$ cat config.mk
export PLATFORM = sky130hd
export DESIGN_NAME = dtr_receiver
export DESIGN_NICKNAME = d
export VERILOG_FILES = /design/src/rtl/dtr_pkg.sv /design/src/rtl/dtr_receiver.sv
export SDC_FILE = /design/constraint.sdc
export NUM_CORES = 1
export LEC_CHECK = 0
export BUFFER_PORTS_ARGS = -buffer_cell sky130_fd_sc_hd__buf_2
export CAP_MARGIN = 20
export CORE_UTILIZATION = 43
export DETAILED_ROUTE_END_ITERATION = 7
export PLACE_DENSITY_LB_ADDON = 0.05
export SLEW_MARGIN = 20
export SYNTH_ARGS = -nofsm -noshare
export SYNTH_HDL_FRONTEND = slang
export SYNTH_SLANG_ARGS = --single-unit
$ cat constraint.sdc
create_clock -name i_ref_clk -period 2.3 [get_ports i_ref_clk]
set_input_delay 0.46 -clock i_ref_clk [delete_from_list [all_inputs] [get_ports i_ref_clk]]
set_output_delay 0.46 -clock i_ref_clk [all_outputs]
set_load 0.05 [all_outputs]
$ cat src/rtl/dtr_pkg.sv
// Package of constants and types for the tone receiver decode block
package dtr_pkg;
   // Register byte addresses
   localparam logic [11:0] CTRL_ADDR   = 12'h000;
   localparam logic [11:0] CODE_ADDR   = 12'h004;
   localparam logic [11:0] STAT_ADDR   = 12'h008;
   localparam logic [11:0] MASK_ADDR   = 12'h00c;
   // Control field positions
   localparam int          PWDN_BIT    = 0;
   localparam int          INH_BIT     = 1;
   localparam int          DV_BIT      = 2;
   localparam logic        PWDN_RST    = 1'b1;
   localparam logic        INH_RST     = 1'b0;
   // Interrupt status bits
   localparam int          EV_TONE     = 0;
   localparam int          EV_END      = 1;
   localparam int          EV_W        = 2;
   // Tone codes
   localparam logic [3:0]  CODE_ZERO   = 4'ha;
   localparam logic [3:0]  CODE_STAR   = 4'hb;
   localparam logic [3:0]  CODE_HASH   = 4'hc;
   localparam logic [3:0]  CODE_A      = 4'hd;
   localparam logic [3:0]  CODE_B      = 4'he;
   localparam logic [3:0]  CODE_C      = 4'hf;
   localparam logic [3:0]  CODE_D      = 4'h0;

   // One-hot tone group inputs
   typedef struct packed {
      logic [3:0] low_grp;
      logic [3:0] high_grp;
   } dtr_tone_t;

   typedef enum logic [1:0] {
      ST_IDLE   = 2'b00,
      ST_EARLY  = 2'b01,
      ST_VALID  = 2'b11
   } dtr_state_t;
endpackage

$ cat src/rtl/dtr_receiver.sv
// Digital decode, steering and register logic of the dual-tone receiver
//
// The address map and the APB interface to the registers were left to the implementer.
`timescale 1ns/1ps

// Summary of operation
// - Control bit 0 powers receiver down; resets to one.
// - Control bit 1 set ignores letter tones A to D; resets to zero.
// - Control bit 2 reads one after a valid tone was received.
// - Control bits 7 to 3 read as zero.
// - Hardware sets valid flag; only software writing zero clears it.
// - Valid tone yields its code and raises an interrupt request.
// - Code: digits binary, 0=1010, star 1011, hash 1100, A-D 1101..0000.
// - Steering node rising above threshold latches code, then raises data valid.
// - Steering node falling drops data valid; code output holds.
// - Early steering output rests low, goes high on a detected tone.
module dtr_receiver
   import dtr_pkg::*;
(
   // Clock and reset
   input  wire logic        i_ref_clk,
   input  wire logic        i_resetn,
   // APB slave
   input  wire logic        i_psel,
   input  wire logic        i_penable,
   input  wire logic        i_pwrite,
   input  wire logic [11:0] i_paddr,
   input  wire logic [31:0] i_pwdata,
   input  wire logic [3:0]  i_pstrb,
   output logic [31:0]      o_prdata,
   output logic             o_pready,
   output logic             o_pslverr,
   // Tone detector and steering node
   input  wire dtr_tone_t   i_tone,
   input  wire logic        i_steering_threshold,
   output logic             o_early_steering_out,
   output logic [3:0]       o_tone_code_out,
   output logic             o_code_valid_out,
   // Interrupt
   output logic             o_irq
);

   ////////////////////////////////////////////////////////////////////////////
   // State
   logic             receiver_power_down;
   logic             letter_tone_inhibit;
   logic             tone_valid_flag;
   logic [EV_W-1:0]  irq_stat;
   logic [EV_W-1:0]  irq_mask;
   logic [3:0]       code_q;
   logic             code_ok;
   logic             thr_q;
   dtr_state_t       state;
   logic [31:0]      prdata;
   logic             pready;
   logic             pslverr;
   logic             irq;

   // Next values
   logic             next_receiver_power_down;
   logic             next_letter_tone_inhibit;
   logic             next_tone_valid_flag;
   logic [EV_W-1:0]  next_irq_stat;
   logic [EV_W-1:0]  next_irq_mask;
   logic [3:0]       next_code_q;
   logic             next_thr_q;
   dtr_state_t       next_state;
   logic [31:0]      next_prdata;
   logic             next_pready;
   logic             next_pslverr;
   logic             next_irq;
   logic             next_est;
   logic             next_dv;

   // Decoder and bus strobes
   logic [3:0]       dec_code;
   logic             dec_valid;
   logic             dec_letter;
   logic             acc;
   logic             wait_ph;
   logic             wr_acc;
   logic             rd_acc;
   logic             addr_ok;
   logic             ev_tone;
   logic             ev_end;

   ////////////////////////////////////////////////////////////////////////////
   // Tone decoder
   always_comb begin
      dec_code   = CODE_D;
      dec_valid  = 1'b1;
      dec_letter = 1'b0;
      case ({i_tone.low_grp, i_tone.high_grp})
         8'h11:   dec_code = 4'h1;
         8'h12:   dec_code = 4'h2;
         8'h14:   dec_code = 4'h3;
         8'h21:   dec_code = 4'h4;
         8'h22:   dec_code = 4'h5;
         8'h24:   dec_code = 4'h6;
         8'h41:   dec_code = 4'h7;
         8'h42:   dec_code = 4'h8;
         8'h44:   dec_code = 4'h9;
         8'h82:   dec_code = CODE_ZERO;
         8'h81:   dec_code = CODE_STAR;
         8'h84:   dec_code = CODE_HASH;
         8'h18: begin
            dec_code   = CODE_A;
            dec_letter = 1'b1;
         end
         8'h28: begin
            dec_code   = CODE_B;
            dec_letter = 1'b1;
         end
         8'h48: begin
            dec_code   = CODE_C;
            dec_letter = 1'b1;
         end
         8'h88: begin
            dec_code   = CODE_D;
            dec_letter = 1'b1;
         end
         // Single tones and chords decode as invalid
         default: dec_valid = 1'b0;
      endcase
   end

   // Pair accepted unless inhibited letter or powered down
   assign code_ok = dec_valid && !(dec_letter && letter_tone_inhibit)
                    && !receiver_power_down;

   ////////////////////////////////////////////////////////////////////////////
   // Steering sequence
   always_comb begin
      next_state  = state;
      next_code_q = code_q;
      next_thr_q  = i_steering_threshold;
      next_est    = 1'b0;
      next_dv     = 1'b0;
      ev_tone     = 1'b0;
      ev_end      = 1'b0;
      case (state)
         ST_IDLE: begin
            if (code_ok) begin
               next_state = ST_EARLY;
               next_est   = 1'b1;
            end
         end
         ST_EARLY: begin
            // A node already above threshold is no edge: it must discharge
            // before another tone can be latched
            next_est = code_ok;
            if (!code_ok && !i_steering_threshold) begin
               next_state = ST_IDLE;
            end else if (i_steering_threshold && !thr_q && code_ok) begin
               // Code latched first, data valid one cycle later
               next_code_q = dec_code;
               next_state  = ST_VALID;
               ev_tone     = 1'b1;
            end
         end
         ST_VALID: begin
            next_est = code_ok;
            next_dv  = 1'b1;
            // Power-down ends the tone at once and posts no end event
            if (!i_steering_threshold || receiver_power_down) begin
               next_dv    = 1'b0;
               next_state = ST_IDLE;
               ev_end     = !receiver_power_down;
            end
         end
         default: next_state = ST_IDLE;
      endcase
   end

   ////////////////////////////////////////////////////////////////////////////
   // APB decode
   // One wait state: read data and error are prepared while pready is still
   // low, so they already stand at the edge where pready is sampled high.
   assign acc     = i_psel && i_penable && pready;
   assign wait_ph = i_psel && i_penable && !pready;
   assign addr_ok = (i_paddr == CTRL_ADDR) || (i_paddr == CODE_ADDR)
                    || (i_paddr == STAT_ADDR) || (i_paddr == MASK_ADDR);
   assign wr_acc  = acc && i_pwrite && addr_ok && i_pstrb[0];
   assign rd_acc  = wait_ph && !i_pwrite;

   ////////////////////////////////////////////////////////////////////////////
   // Control, status and mask next values
   always_comb begin
      next_receiver_power_down = receiver_power_down;
      next_letter_tone_inhibit = letter_tone_inhibit;
      next_tone_valid_flag     = tone_valid_flag;
      next_irq_stat            = irq_stat;
      next_irq_mask            = irq_mask;
      if (wr_acc && i_paddr == CTRL_ADDR) begin
         next_receiver_power_down = i_pwdata[PWDN_BIT];
         next_letter_tone_inhibit = i_pwdata[INH_BIT];
         next_tone_valid_flag     = i_pwdata[DV_BIT];
      end
      if (wr_acc && i_paddr == STAT_ADDR) begin
         next_irq_stat = irq_stat & ~i_pwdata[EV_W-1:0];
      end
      if (wr_acc && i_paddr == MASK_ADDR) begin
         next_irq_mask = i_pwdata[EV_W-1:0];
      end
      // Hardware set wins over a simultaneous clear
      if (ev_tone) begin
         next_tone_valid_flag   = 1'b1;
         next_irq_stat[EV_TONE] = 1'b1;
      end
      if (ev_end) begin
         next_irq_stat[EV_END] = 1'b1;
      end
      next_irq = |(next_irq_stat & next_irq_mask);
   end

   ////////////////////////////////////////////////////////////////////////////
   // Bus answer next values
   // A flag that hardware sets on the taken edge shows at the next read.
   always_comb begin
      next_prdata  = 32'h0000_0000;
      next_pslverr = 1'b0;
      next_pready  = wait_ph;
      if (rd_acc) begin
         case (i_paddr)
            CTRL_ADDR: next_prdata = {29'h0, tone_valid_flag, letter_tone_inhibit,
                                      receiver_power_down};
            CODE_ADDR: next_prdata = {27'h0, o_code_valid_out, code_q};
            STAT_ADDR: next_prdata = {30'h0, irq_stat};
            MASK_ADDR: next_prdata = {30'h0, irq_mask};
            default:   next_pslverr = 1'b1;
         endcase
      end
      // Unmapped writes are refused with an error and change nothing
      if (wait_ph && i_pwrite && !addr_ok) begin
         next_pslverr = 1'b1;
      end
   end

   ////////////////////////////////////////////////////////////////////////////
   // Steering registers
   always_ff @(posedge i_ref_clk or negedge i_resetn) begin
      if (!i_resetn) begin
         state                <= ST_IDLE;
         code_q               <= CODE_D;
         thr_q                <= 1'b0;
         o_early_steering_out <= 1'b0;
         o_code_valid_out     <= 1'b0;
         o_tone_code_out      <= CODE_D;
      end else begin
         // Code output moves with the latch, a cycle before data valid
         state                <= next_state;
         code_q               <= next_code_q;
         thr_q                <= next_thr_q;
         o_early_steering_out <= next_est;
         o_code_valid_out     <= next_dv;
         o_tone_code_out      <= next_code_q;
      end
   end

   ////////////////////////////////////////////////////////////////////////////
   // Control and interrupt registers
   always_ff @(posedge i_ref_clk or negedge i_resetn) begin
      if (!i_resetn) begin
         receiver_power_down  <= PWDN_RST;
         letter_tone_inhibit  <= INH_RST;
         tone_valid_flag      <= 1'b0;
         irq_stat             <= '0;
         irq_mask             <= '0;
         irq                  <= 1'b0;
      end else begin
         receiver_power_down  <= next_receiver_power_down;
         letter_tone_inhibit  <= next_letter_tone_inhibit;
         tone_valid_flag      <= next_tone_valid_flag;
         irq_stat             <= next_irq_stat;
         irq_mask             <= next_irq_mask;
         irq                  <= next_irq;
      end
   end

   ////////////////////////////////////////////////////////////////////////////
   // Bus answer registers
   always_ff @(posedge i_ref_clk or negedge i_resetn) begin
      if (!i_resetn) begin
         prdata               <= 32'h0000_0000;
         pready               <= 1'b0;
         pslverr              <= 1'b0;
      end else begin
         // Answer stands for one cycle only
         prdata               <= next_prdata;
         pready               <= next_pready;
         pslverr              <= next_pslverr;
      end
   end

   ////////////////////////////////////////////////////////////////////////////
   // Outputs
   assign o_prdata  = prdata;
   assign o_pready  = pready;
   assign o_pslverr = pslverr;
   assign o_irq     = irq;

endmodule // dtr_receiver

Word-level counts from Yosys, hierarchy flattened
Index checks and enable logic that the tools add are counted.
- bits in registers: 51
- input port bits: 62
- output and inout bits: 41
- logic and storage cells: 110
- eq/ne operators: 24
- muxes and demuxes: 28
- bitwise gates (word level): 4
- reductions and logical operators: 40
- operators by type and width (cell ; number):
    $pmux 4 s15 ; 1
    $eq 8x5->1 const B ; 4
    $eq 8x6->1 const B ; 4
    $eq 8x7->1 const B ; 4
    $eq 8x8->1 const B ; 4
    $eq 12x4->1 const B ; 2
    $pmux 5 s4 ; 1
    $logic_and 1x1->1 ; 18
    $mux 1 ; 17
    $reduce_or 16->1 ; 1
    $eq 12x3->1 const B ; 1
    $logic_not 12->1 ; 1
    $mux 2 ; 6
    $logic_not 1->1 ; 8
    $reduce_or 4->1 ; 2
    $pmux 2 s3 ; 1
    $reduce_and 3->1 ; 2
    $mux 5 ; 1
    $and 2x2->2 ; 2
    $logic_or 1x1->1 ; 4
    $ne 2x2->1 const B ; 2
    $reduce_or 2->1 ; 2
    $ne 3x3->1 const B ; 1
    $eq 2x1->1 const B ; 1
    other kinds (6) ; 6

Depth between registers and ports, before layout
Gate-level depths: netlist of the first run.
- depth in word-level cells: 14
- gate-level depth with buffers: 7
- gate-level depth less buffers: 5

Worst setup path before layout of the first run
Ideal clock, no wire load.
- path kind: in2reg
- start point: input i_paddr[9]
- end point: register irq (netlist: o_irq)
- setup time: 118 ps
- arrival time: 2008 ps
- required time: 2182 ps
- slack: 174 ps
- cell stages on the path: 5
- path buffers: 0
- cell sequence: or4_4 > nor4_4 > nand4_2 > mux2_4 > a2bb2o_4
- elaborated cells on any way between the ends: 17
- those cells by class: eq/ne (3); mux (4); bitwise (1); reduce/logical (9)
- RTL lines (element ; line ; text):
    start, declared ; dtr_receiver.sv:27 ; input wire logic [11:0] i_paddr,
    $eq 12x3->1 / $logic_not 12->1 (equally long branches) ; dtr_receiver.sv:181 ; assign addr_ok = (i_paddr == CTRL_ADDR) || (i_paddr == CODE_ADDR)
    $logic_or 1x1->1 ; dtr_receiver.sv:181 ;
    $logic_or 1x1->1 (2 in series) ; dtr_receiver.sv:182 ; || (i_paddr == STAT_ADDR) || (i_paddr == MASK_ADDR);
    $logic_and 1x1->1 (2 in series) ; dtr_receiver.sv:183 ; assign wr_acc = acc && i_pwrite && addr_ok && i_pstrb[0];
    $logic_and 1x1->1 * ; dtr_receiver.sv:202 ; if (wr_acc && i_paddr == MASK_ADDR) begin
    $mux 2 * ; dtr_receiver.sv:202 ;
    net next_irq_mask[1] ; dtr_receiver.sv:64 ; logic [EV_W-1:0] next_irq_mask;
    $and 2x2->2 * ; dtr_receiver.sv:213 ; next_irq = |(next_irq_stat & next_irq_mask);
    $reduce_or 2->1 * ; dtr_receiver.sv:213 ;
    net next_irq ; dtr_receiver.sv:71 ; logic next_irq;
    end signal, assigned ; dtr_receiver.sv:276 ; irq <= next_irq;
    end, declared ; dtr_receiver.sv:57 ; logic irq;
The timed path passes the listed nets; every way through them passes the cells marked *.
A chain may end at the register's enable or synchronous reset.

Final worst setup path of the first run
Same ends and word-level chain as after synthesis.

==> results.toml, run 1 <==
[final_layout]
final_cells = 256
final_cell_area_sq_um = 1833
final_core_util_pct = 52.85
drive_gt1_share_pct = 30.00
area_growth_pct = 12.78
nets = 273
antenna_cells = 0

[sta]
finalCritPeriodShare_pct = 86.43
slew_violations = 0
rsz0062_at_grt = "false"
finalSetupTns_ns = 0
fmax_mhz = 503.0
finalSetupViolCount = 0
tightest_slew_ns = 0.5157
finClkSkew_ns = 0.005028
fin_crit_ns = 1.988
slew_headroom_pct = 65.62
fin_ws_ns = 0.3121
hold_viol = 0

[clock_network]
postCtsSetupRepairBufs = 0
htreeDepth = 1
cts_resized = 0
postCtsHoldBufs = 0
cts_num_sinks = 24
path_clk_slew_ns = 0.08
cts-root-buf = "clkbuf_8"
cts-buffers-inserted = 3
clkLatencyLatePin_ns = 0.26
clock_path_buffers = 2
cts_tree = "built"

[global_routing]
grt_max_degree = 25
grt_pass1_vias = 1195
track_usage_pct = 16.97
grt_pass1_wl_um = 5430
antenna_found_initial = 0
grt-ovfl-total = 0

[routing]
final_antenna_net_count = 0
drc_errors = 0
wl_per_cell_um = 12.52
initialDrtViolationCount = 50
num_vias = 1324
post_drt_via_cell_ratio = 5.172
dr.pass1.iters = 4
routed_wl_um = 3206

[placement]
placed_area_sq_um = 1778
place_congestion = 0.8504
portBuffers = 43
dpl.hpwl_um = 2457
pre_cts_ws_ns = 0.03569
placed_cells = 252

[floorplan]
fp.dieH_um = 63.48
fp.dieArea_sq_um = 4030
pin_count = 103
core-area_sq_um = 3468
dieWidth_um = 63.48
row_count = 21
start_util_pct = 46.86

[synth]
ys_seq_area_share_pct = 37.03
async_flop_share_pct = 100.0
synth_top_cell_by_area = "dfrtp_1"
yosysMostFrequentCell = "buf_4"
ys.flop_type = "dfrtp_1"
ys_top_cells_by_count = "27 x buf_4, 23 x dfrtp_1, 12 x nor2_1"
synth_top_area_share_pct = 35.41
synthTopCellsByArea = "dfrtp_1 35%, buf_4 12%, mux2_2 2.8%, mux4_2 2.8%, nor2_1 2.8%"
ys_ff_latch = 24
synth.avg_cell_area_sq_um = 9.561
syn_inst = 170
ys_types = 47
synth_edf_count = 0
synth_area_sq_um = 1625
yosys_warnings = 0

[setup_path]
crit_type = "input pin to register"
crit_path_start_kind = "input pin"
endpoint_kind = "register"
cp.arrival_ns = 2.14
crit_fanout = 4
required_ns = 2.46
cpPeakStageDelay_ns = 0.54
worstPathCellList = "buf_2, or4_4, nor4_4, buf_4, nand4_2, mux2_4, a2bb2o_4"
crit_path_top_delay_cell = "or4_4"

[power_and_ir_drop]
p_leak_nw = 0.9430
powerDensity_nw_per_um2 = 519.4
ir_drop_v = 0.0004677

[outcome]
outcome = "finished clean"

[flow_run]
maxCapViolCount = 0

[min_path]
hold_path.class = "input pin to asynchronous set/reset pin"
==> path summary, 6_finish.rpt <==
check / startpoint / end / slack (ns) / cells past startpoint
min in group i_ref_clk: i_steering_threshold / thr_q / 0.36 / 1
hold reg to reg: o_pready / o_pslverr / 0.49 / 1
max in group asynchronous: i_resetn / receiver_power_down / 1.78 / 1
setup / recovery: i_paddr[9] / o_irq / 0.31 / 7
hold / removal: i_resetn / o_prdata[2] / 0.16 / 1
setup reg to reg: state[1] / code_q[1] / 0.55 / 4
==> per-stage QoR <==
step	hold WS [ns]	total power [W]
6_report	0.1590	0.0009520
5_1_grt	0.1917	0.0009983
4_1_cts	0.1761	0.0009604
3_5_place_dp	0.4673	0.0006797
3_3_place_gp	0.4575	0.0006774
2_1_floorplan	0.1644	0.0006625
==> flip-flops by register name (all words and copies together), names as in the netlist, 2 cells and up <==
register  cells
irq_stat      2
o_prdata      5
code_q        4
irq_mask      2
state         2
==> critical path, delay by kind of cell <==
family                 cells  cell delay, ns
multiplexers               1            0.34
AND/OR/NAND/NOR            3            0.88
AO/OA/AOI/OAI              1            0.20
buffers and inverters      2            0.27
==> cell type report <==
class                      instances  area, sq um
fill                             327         1635
multi-input combinational        130        854.6
sequential                        24        601.8
timing repair buffer              47        245.2
tap                               46        57.56
clock buffer                       4        55.05
inverter                           5        18.77
==> logic make-up (layout without fill, tap and decap cells) <==
kind of cell / Yosys count / after routing / share of synthesized area [%]
xor gates and xnor gates: 4 / 4 / 2.156
muxes: 10 / 10 / 8.313
buffers and inverters: 42 / 56 / 16.40
other: 1 / 27 / 0.2307
AOI/OAI and AO/OA: 28 / 28 / 13.24
and+or+nand+nor: 61 / 61 / 22.63
DFF: 24 / 24 / 37.03
==> power by group <==
group,internal (W),switching [W],total [W]
Sequential,0.000432,0.00000620,0.000438
Clock,0.000153,0.000127,0.000280
Combinational,0.0000546,0.000180,0.000234
==> routing by layer <==
metal / part of all wire (%) / wire length, um / track usage (%) / vias up
met4: 0.44 / 14 / 3.977 / 0
met2: 44 / 1412 / 27.13 / 67
li1: - / - / - / 635
met5: 0 / 0 / 0 / -
met1: 48 / 1524 / 22.92 / 620
met3: 7.9 / 254 / 4.167 / 2
==> placed cells by master, fill, tap and decap left out, types with 3 or more instances in the layout <==
cell type   n
nor3_1      4
nand2b_1    4
nor2b_1     7
buf_4       4
conb_1     27
buf_2      43
nor2_1     12
a21oi_1     7
nand4_1     3
inv_1       5
o21ai_0     3
nand3b_1    4
nand3_1     4
mux2i_1     3
o32ai_1     3
mux2_2      4
or4_1       3
clkbuf_8    4
dfrtp_1    23
nand2_1    10
Note: power is estimated with default switching activity, not from simulation.
==> run 2, diff against run 1 <==
--- a/config.mk
+++ b/config.mk
@@ -5,11 +5,12 @@
 export SDC_FILE = /design/constraint.sdc
 export NUM_CORES = 1
 export LEC_CHECK = 0
+export ABC_AREA = 1
 export BUFFER_PORTS_ARGS = -buffer_cell sky130_fd_sc_hd__buf_2
 export CAP_MARGIN = 20
 export CORE_UTILIZATION = 43
 export DETAILED_ROUTE_END_ITERATION = 7
-export PLACE_DENSITY_LB_ADDON = 0.05
+export PLACE_DENSITY = 0.89
 export SLEW_MARGIN = 20
 export SYNTH_ARGS = -nofsm -noshare
 export SYNTH_HDL_FRONTEND = slang
==> run 2 against run 1 <==
Effect of this change:
- flip-flop and latch count did not move
- critical path depth rose by 5
- largest cell class unchanged
- non-clock buffer count fell by 4
- largest power group unchanged
- sequential power rose by 7.5%
- fmax rose by 16%
- clock power rose by 2%
- critical path type unchanged
==> results.toml, run 2 <==
[outcome]
outcome = "finished clean"

[sta]
fmax_mhz = 583.8
fin_crit_ns = 1.713
rsz0062_at_grt = "false"
finalSetupTns_ns = 0
tightest_slew_ns = 0.5002
slew_violations = 0
hold_viol = 0
slew_headroom_pct = 66.65
finalSetupViolCount = 0
fin_ws_ns = 0.5872
finClkSkew_ns = 0.007177
finalCritPeriodShare_pct = 74.47

[synth]
async_flop_share_pct = 100.0
ys_top_cells_by_count = "57 x nand2_1, 32 x inv_1, 29 x nor2_1"
synth_top_area_share_pct = 35.58
ys_ff_latch = 24
synth_top_cell_by_area = "dfrtp_1"
synth_compound_area_share_pct = 8.585
ys_types = 27
syn_inst = 229
synth_xor_area_share_pct = 0
synthTopCellsByArea = "dfrtp_1 36%, nand2_1 13%, buf_4 13%, inv_1 7.4%, nor2_1 6.7%"
synth_top_family_by_area = "simple AND/OR/NAND/NOR gates"
synth_area_sq_um = 1618
yosys_warnings = 0
synth_fa_ha_area_share_pct = 0
ys.flop_type = "dfrtp_1"
yosysMostFrequentCell = "nand2_1"
synth_edf_count = 0
yosys.area_share.simple_pct = 32.64
ys_seq_area_share_pct = 37.20
synth.area.mux_share_pct = 0
synth.avg_cell_area_sq_um = 7.065

[final_layout]
antenna_cells = 0
final-seq-area_sq_um = 601.8
final_common_cell = "nand2_1"
final_core_util_pct = 52.74
largest_register_ffs = 5
nets = 337
final_cells = 320
drive_gt1_share_pct = 25.55
multi_input_area_sq_um = 768.2
area_growth_pct = 13.07
n_fill_cell = 378
layout_common_cells = "57 x nand2_1, 43 x buf_2, 32 x inv_1"

[routing]
final_antenna_net_count = 0
num_vias = 1442
wl_per_cell_um = 9.525
post_drt_via_cell_ratio = 4.506
routed_wl_um = 3048
drc_errors = 0
initialDrtViolationCount = 86
dr.pass1.iters = 4

[clock_network]
path_clk_slew_ns = 0.08
clock_path_buffers = 2
clkLatencyLatePin_ns = 0.27
htreeDepth = 1
cts_num_sinks = 24
cts_resized = 0
cts-root-buf = "clkbuf_8"
cts-buffers-inserted = 3
postCtsSetupRepairBufs = 0
postCtsHoldBufs = 0
cts_tree = "built"

[floorplan]
row_count = 21
fp.dieH_um = 63.34
pin_count = 103
start_util_pct = 46.65
core-area_sq_um = 3468
fp.dieArea_sq_um = 4011
dieWidth_um = 63.34

[placement]
pre_cts_ws_ns = 0.3185
place_congestion = 0.8611
portBuffers = 43
placed_cells = 316
dpl.hpwl_um = 2532

[global_routing]
track_usage_pct = 16.71
grt_pass1_vias = 1420
antenna_found_initial = 0
grt_pass1_wl_um = 5333
grt_max_degree = 25
grt-ovfl-total = 0

[power_and_ir_drop]
p_leak_nw = 1.076
powerDensity_nw_per_um2 = 577.4
ir_drop_v = 0.0002336
finalPower_w = 0.001056

[flow_run]
maxCapViolCount = 0

[setup_path]
crit_type = "input pin to register"
rr_worst_depth = 5
worstPathCellList = "buf_2, inv_2, nand2_1, nor3_2, nand2_1, nand2_1, nor2_1, nand2_2, nand4_2, nand2_1, nand2_1, nand2_1"
cp_top_family = "simple AND/OR/NAND/NOR gates"
crit_cells = 12
endpoint_kind = "register"
crit_fanout = 11
required_ns = 2.51
path_common_cell = "nand2_1"
cpPeakStageDelay_ns = 0.28
crit_path_start_kind = "input pin"
crit_path_top_delay_cell = "nand4_2"
worst-path-buf-inv = 2
cp.arrival_ns = 1.92

[min_path]
hold_path.class = "input pin to asynchronous set/reset pin"
[run 2: cell count changes in the layout (fill, tap and decap cells not counted), sizes merged, moves of 5 or more]
cell,previous run,this run
o21ai,3,13
nand3,4,15
inv,5,35
mux2,5,0
nand2,10,60
nor2b,7,0
nor2,12,36
[run 2: cell type report]
cell class | count | area share, %
multi-input cells | 168 | 42.00
flip-flops and latches | 24 | 32.90
repair buffers | 43 | 11.76
inverters | 35 | 7.182
well taps | 46 | 3.146
clock buffers | 4 | 3.010
[run 2: power by group]
part | internal, W | total [W] | switching (W) | leakage (nW)
clock network | 0.000153 | 0.000285 | 0.000132 | 0.0288
registers | 0.000453 | 0.000471 | 0.0000182 | 0.302
logic | 0.0000674 | 0.000301 | 0.000233 | 0.745
[run 2: worst register-to-register path: stages (launching register included)]
cell and delay [ns]:
dfrtp_1 0.42, nor2_1 0.22, nand4_2 0.33, nand2_1 0.20
nand2_1 0.08, nand2_1 0.06
[run 2: cell families after synthesis]
logic type,Yosys count
flip-flops,24
AO/OA/AOI/OAI,21
AND/OR/NAND/NOR,120
other,1
buffers and inverters,63
[run 2: routing by layer]
metal / part of all wire (%) / vias to the layer above / GRT usage, % / wire [um]
met5: 0 / - / 0 / 0
met1: 40 / 641 / 18.06 / 1204
met4: 2.4 / 0 / 11.08 / 74
met3: 4.7 / 7 / 2.355 / 144
li1: - / 746 / - / -
met2: 53 / 48 / 29.92 / 1625
[run 2: stage by stage]
step                instance area (sq um)  hold WS, ns
floorplan                            1715       0.1644
global placement                     1774       0.4458
detailed placement                   1774       0.4572
CTS                                  1829       0.1657
global route                         1829       0.1862
finish                               1829       0.1443
[run 2: worst paths after layout]
path	start	to	slack, ns
setup / recovery	i_tone[2]	o_irq	0.59
hold / removal	i_resetn	o_prdata[0]	0.14
setup reg to reg	state[1]	o_irq	0.93
hold reg to reg	o_pready	o_pready	0.47
max in group asynchronous	i_resetn	receiver_power_down	1.79
min in group i_ref_clk	i_steering_threshold	thr_q	0.33
==> run 3, diff against run 2 <==
--- a/config.mk
+++ b/config.mk
@@ -5,12 +5,12 @@
 export SDC_FILE = /design/constraint.sdc
 export NUM_CORES = 1
 export LEC_CHECK = 0
-export ABC_AREA = 1
+export ABC_AREA = 0
 export BUFFER_PORTS_ARGS = -buffer_cell sky130_fd_sc_hd__buf_2
 export CAP_MARGIN = 20
-export CORE_UTILIZATION = 43
+export CORE_UTILIZATION = 38
 export DETAILED_ROUTE_END_ITERATION = 7
-export PLACE_DENSITY = 0.89
+export PLACE_DENSITY = 0.84
 export SLEW_MARGIN = 20
 export SYNTH_ARGS = -nofsm -noshare
 export SYNTH_HDL_FRONTEND = slang
==> constraint.sdc (replaced) <==
create_clock -name i_ref_clk -period 1.4 [get_ports i_ref_clk]
set_input_delay 0.28 -clock i_ref_clk [delete_from_list [all_inputs] [get_ports i_ref_clk]]
set_output_delay 0.28 -clock i_ref_clk [all_outputs]
set_load 0.05 [all_outputs]
==> run 3 against run 2 <==
Effect of this change:
- die area up 13%
- clock skew up 0.0059 ns
- register-to-register slack worse by 1.2 ns
- cell count down 8.4%
- clock power up 110%
- largest power group unchanged
- clock-buffer cell count down 1
- sequential power up 53%
- sequential share of layout area down 5.8 points
- the flow now finishes with violations (setup timing)
==> results.toml, run 3 (same netlist as run 1, synthesis figures left out) <==
[min_path]
worstHoldStart = "i_pwdata[2]"
hold_end = "tone_valid_flag"
hold_path.class = "input pin to register"
hold_depth = 3

[sta]
finalCritPeriodShare_pct = 129.3
rsz0062_at_grt = "true"
finalSetupViolCount = 18
fin_ws_ns = -0.4097
fin_crit_ns = 1.810
hold_viol = 0
tightest_slew_ns = 0.6236
whs_ns = 0.2366
slew_violations = 0
fmax_mhz = 552.6
finClkSkew_ns = 0.01307
slew_headroom_pct = 58.18

[floorplan]
core-area_sq_um = 4058
dieWidth_um = 67.40
row_count = 23
fp.dieArea_sq_um = 4543
fp.dieH_um = 67.40
pin_count = 103
start_util_pct = 40.06

[clock_network]
cts_tree = "built"
clock_path_buffers = 2
cts-root-buf = "clkbuf_8"
clkLatencyLatePin_ns = 0.28
cts-buffers-inserted = 3
htreeDepth = 1
path_clk_slew_ns = 0.09
cts_num_sinks = 24

[global_routing]
grt-ovfl-total = 0
grt_pass1_wl_um = 6175
grt_pass1_vias = 1414
track_usage_pct = 17.92
grt_max_degree = 25
antenna_found_initial = 0

[setup_path]
worstPathCellList = "buf_6, or4_4, nor4_4, buf_4, nand4_1, a32o_2, a2bb2o_4"
rr_worst_depth = 4
cp.arrival_ns = 1.98
r2r-start = "state[1]"
r2r_setup_slack_ns = -0.31
required_ns = 1.57
crit_path_start_kind = "input pin"
rr_endpoint = "o_irq"
crit_type = "input pin to register"
endpoint_kind = "register"
cpPeakStageDelay_ns = 0.54
crit_fanout = 3
crit_start = "i_paddr[9]"
crit_path_top_delay_cell = "or4_4"
worst-path-buf-inv = 2
cp_top_family = "simple AND/OR/NAND/NOR gates"

[outcome]
outcome = "complete, but fails checks"
violations = "setup timing"

[placement]
placed_area_sq_um = 2041
dpl.hpwl_um = 2972
place_congestion = 0.8568
placed_cells = 287
portBuffers = 43

[routing]
final_antenna_net_count = 0
drc_errors = 0
routed_wl_um = 4196
initialDrtViolationCount = 130
post_drt_via_cell_ratio = 5.259
dr.pass1.iters = 4
wl_per_cell_um = 14.32
num_vias = 1541

[power_and_ir_drop]
powerDensity_nw_per_um2 = 812.2
ir_drop_v = 0.0004095
p_leak_nw = 1.155
finalPower_w = 0.001807

[final_layout]
final_cell_area_sq_um = 2225
nets = 306
final_cells = 293
antenna_cells = 0
final_common_cell = "buf_2"
layout_common_cells = "42 x buf_2, 34 x buf_4, 27 x conb_1"
n_fill_cell = 356
drive_gt1_share_pct = 46.09
area_growth_pct = 36.87
largest_register_ffs = 5

[flow_run]
maxCapViolCount = 0
[run 3: changes by cell type in the layout (fill, tap and decap cells not counted), sizes merged, moves of 5 or more]
cell / delta
nand3: -11
nor2b: +7
o21ai: -10
inv: -30
mux2: +5
buf: +36
nand2: -50
nor2: -24
[run 3: timing repair]
item	CTS	global route
hold buffers	1	0
pin swaps	5	3
setup endpoints to repair	20	20
gates resized for setup	12	10
hold endpoints to repair	23	0
setup buffers	2	1
[run 3: power breakdown]
| part | leakage, nW | switching [W] | internal (W) |
|---|---|---|---|
| logic | 0.794 | 0.000331 | 0.000154 |
| clock network | 0.0357 | 0.000220 | 0.000383 |
| registers | 0.326 | 0.00000967 | 0.000710 |
[run 3: worst max-delay path by stage]
stage                     slack (ns)  cells after the start     to
after detailed placement       -0.67                      6  o_irq
after CTS                      -0.39                      6  o_irq
after global routing           -0.40                      6  o_irq
after global placement         -0.61                      6  o_irq
after floorplan                -0.54                      5  o_irq
final                          -0.41                      7  o_irq
[run 3: per-stage QoR]
stage	setup WS, ns	util (%)	setup TNS, ns
floorplan	-0.5434	-	-4.222
global placement	-0.6053	50.29	-7.471
detailed placement	-0.6745	50.29	-8.497
CTS	-0.3875	53.75	-3.688
global route	-0.4042	54.83	-4.643
finish	-0.4097	54.83	-4.099
[run 3: worst reg2reg max path, stage by stage (launching register included)]
cell	delay (ns)
dfrtp_1	0.41
or4_4	0.54
a211o_4	0.32
a21boi_2	0.18
a2bb2o_4	0.20
[run 3: final cells by class]
cell class              instances  area (sq um)  area share, %
multi-input cells             130         960.9          43.19
flip-flops and latches         24         601.8          27.05
repair buffers                 80         509.2          22.89
well taps                      50         62.56          2.812
clock buffers                   3         41.29          1.856
clock inverters                 1         30.03          1.350
inverters                       5         18.77         0.8436
[run 3: routing by layer]
| layer | up-vias | global-route usage [%] | wire length [um] |
|---|---|---|---|
| met1 | 749 | 21.58 | 1643 |
| met3 | 16 | 3.885 | 273 |
| met4 | 0 | 7.447 | 136 |
| met5 | - | 0 | 0 |
| met2 | 76 | 30.63 | 2143 |
| li1 | 700 | - | - |
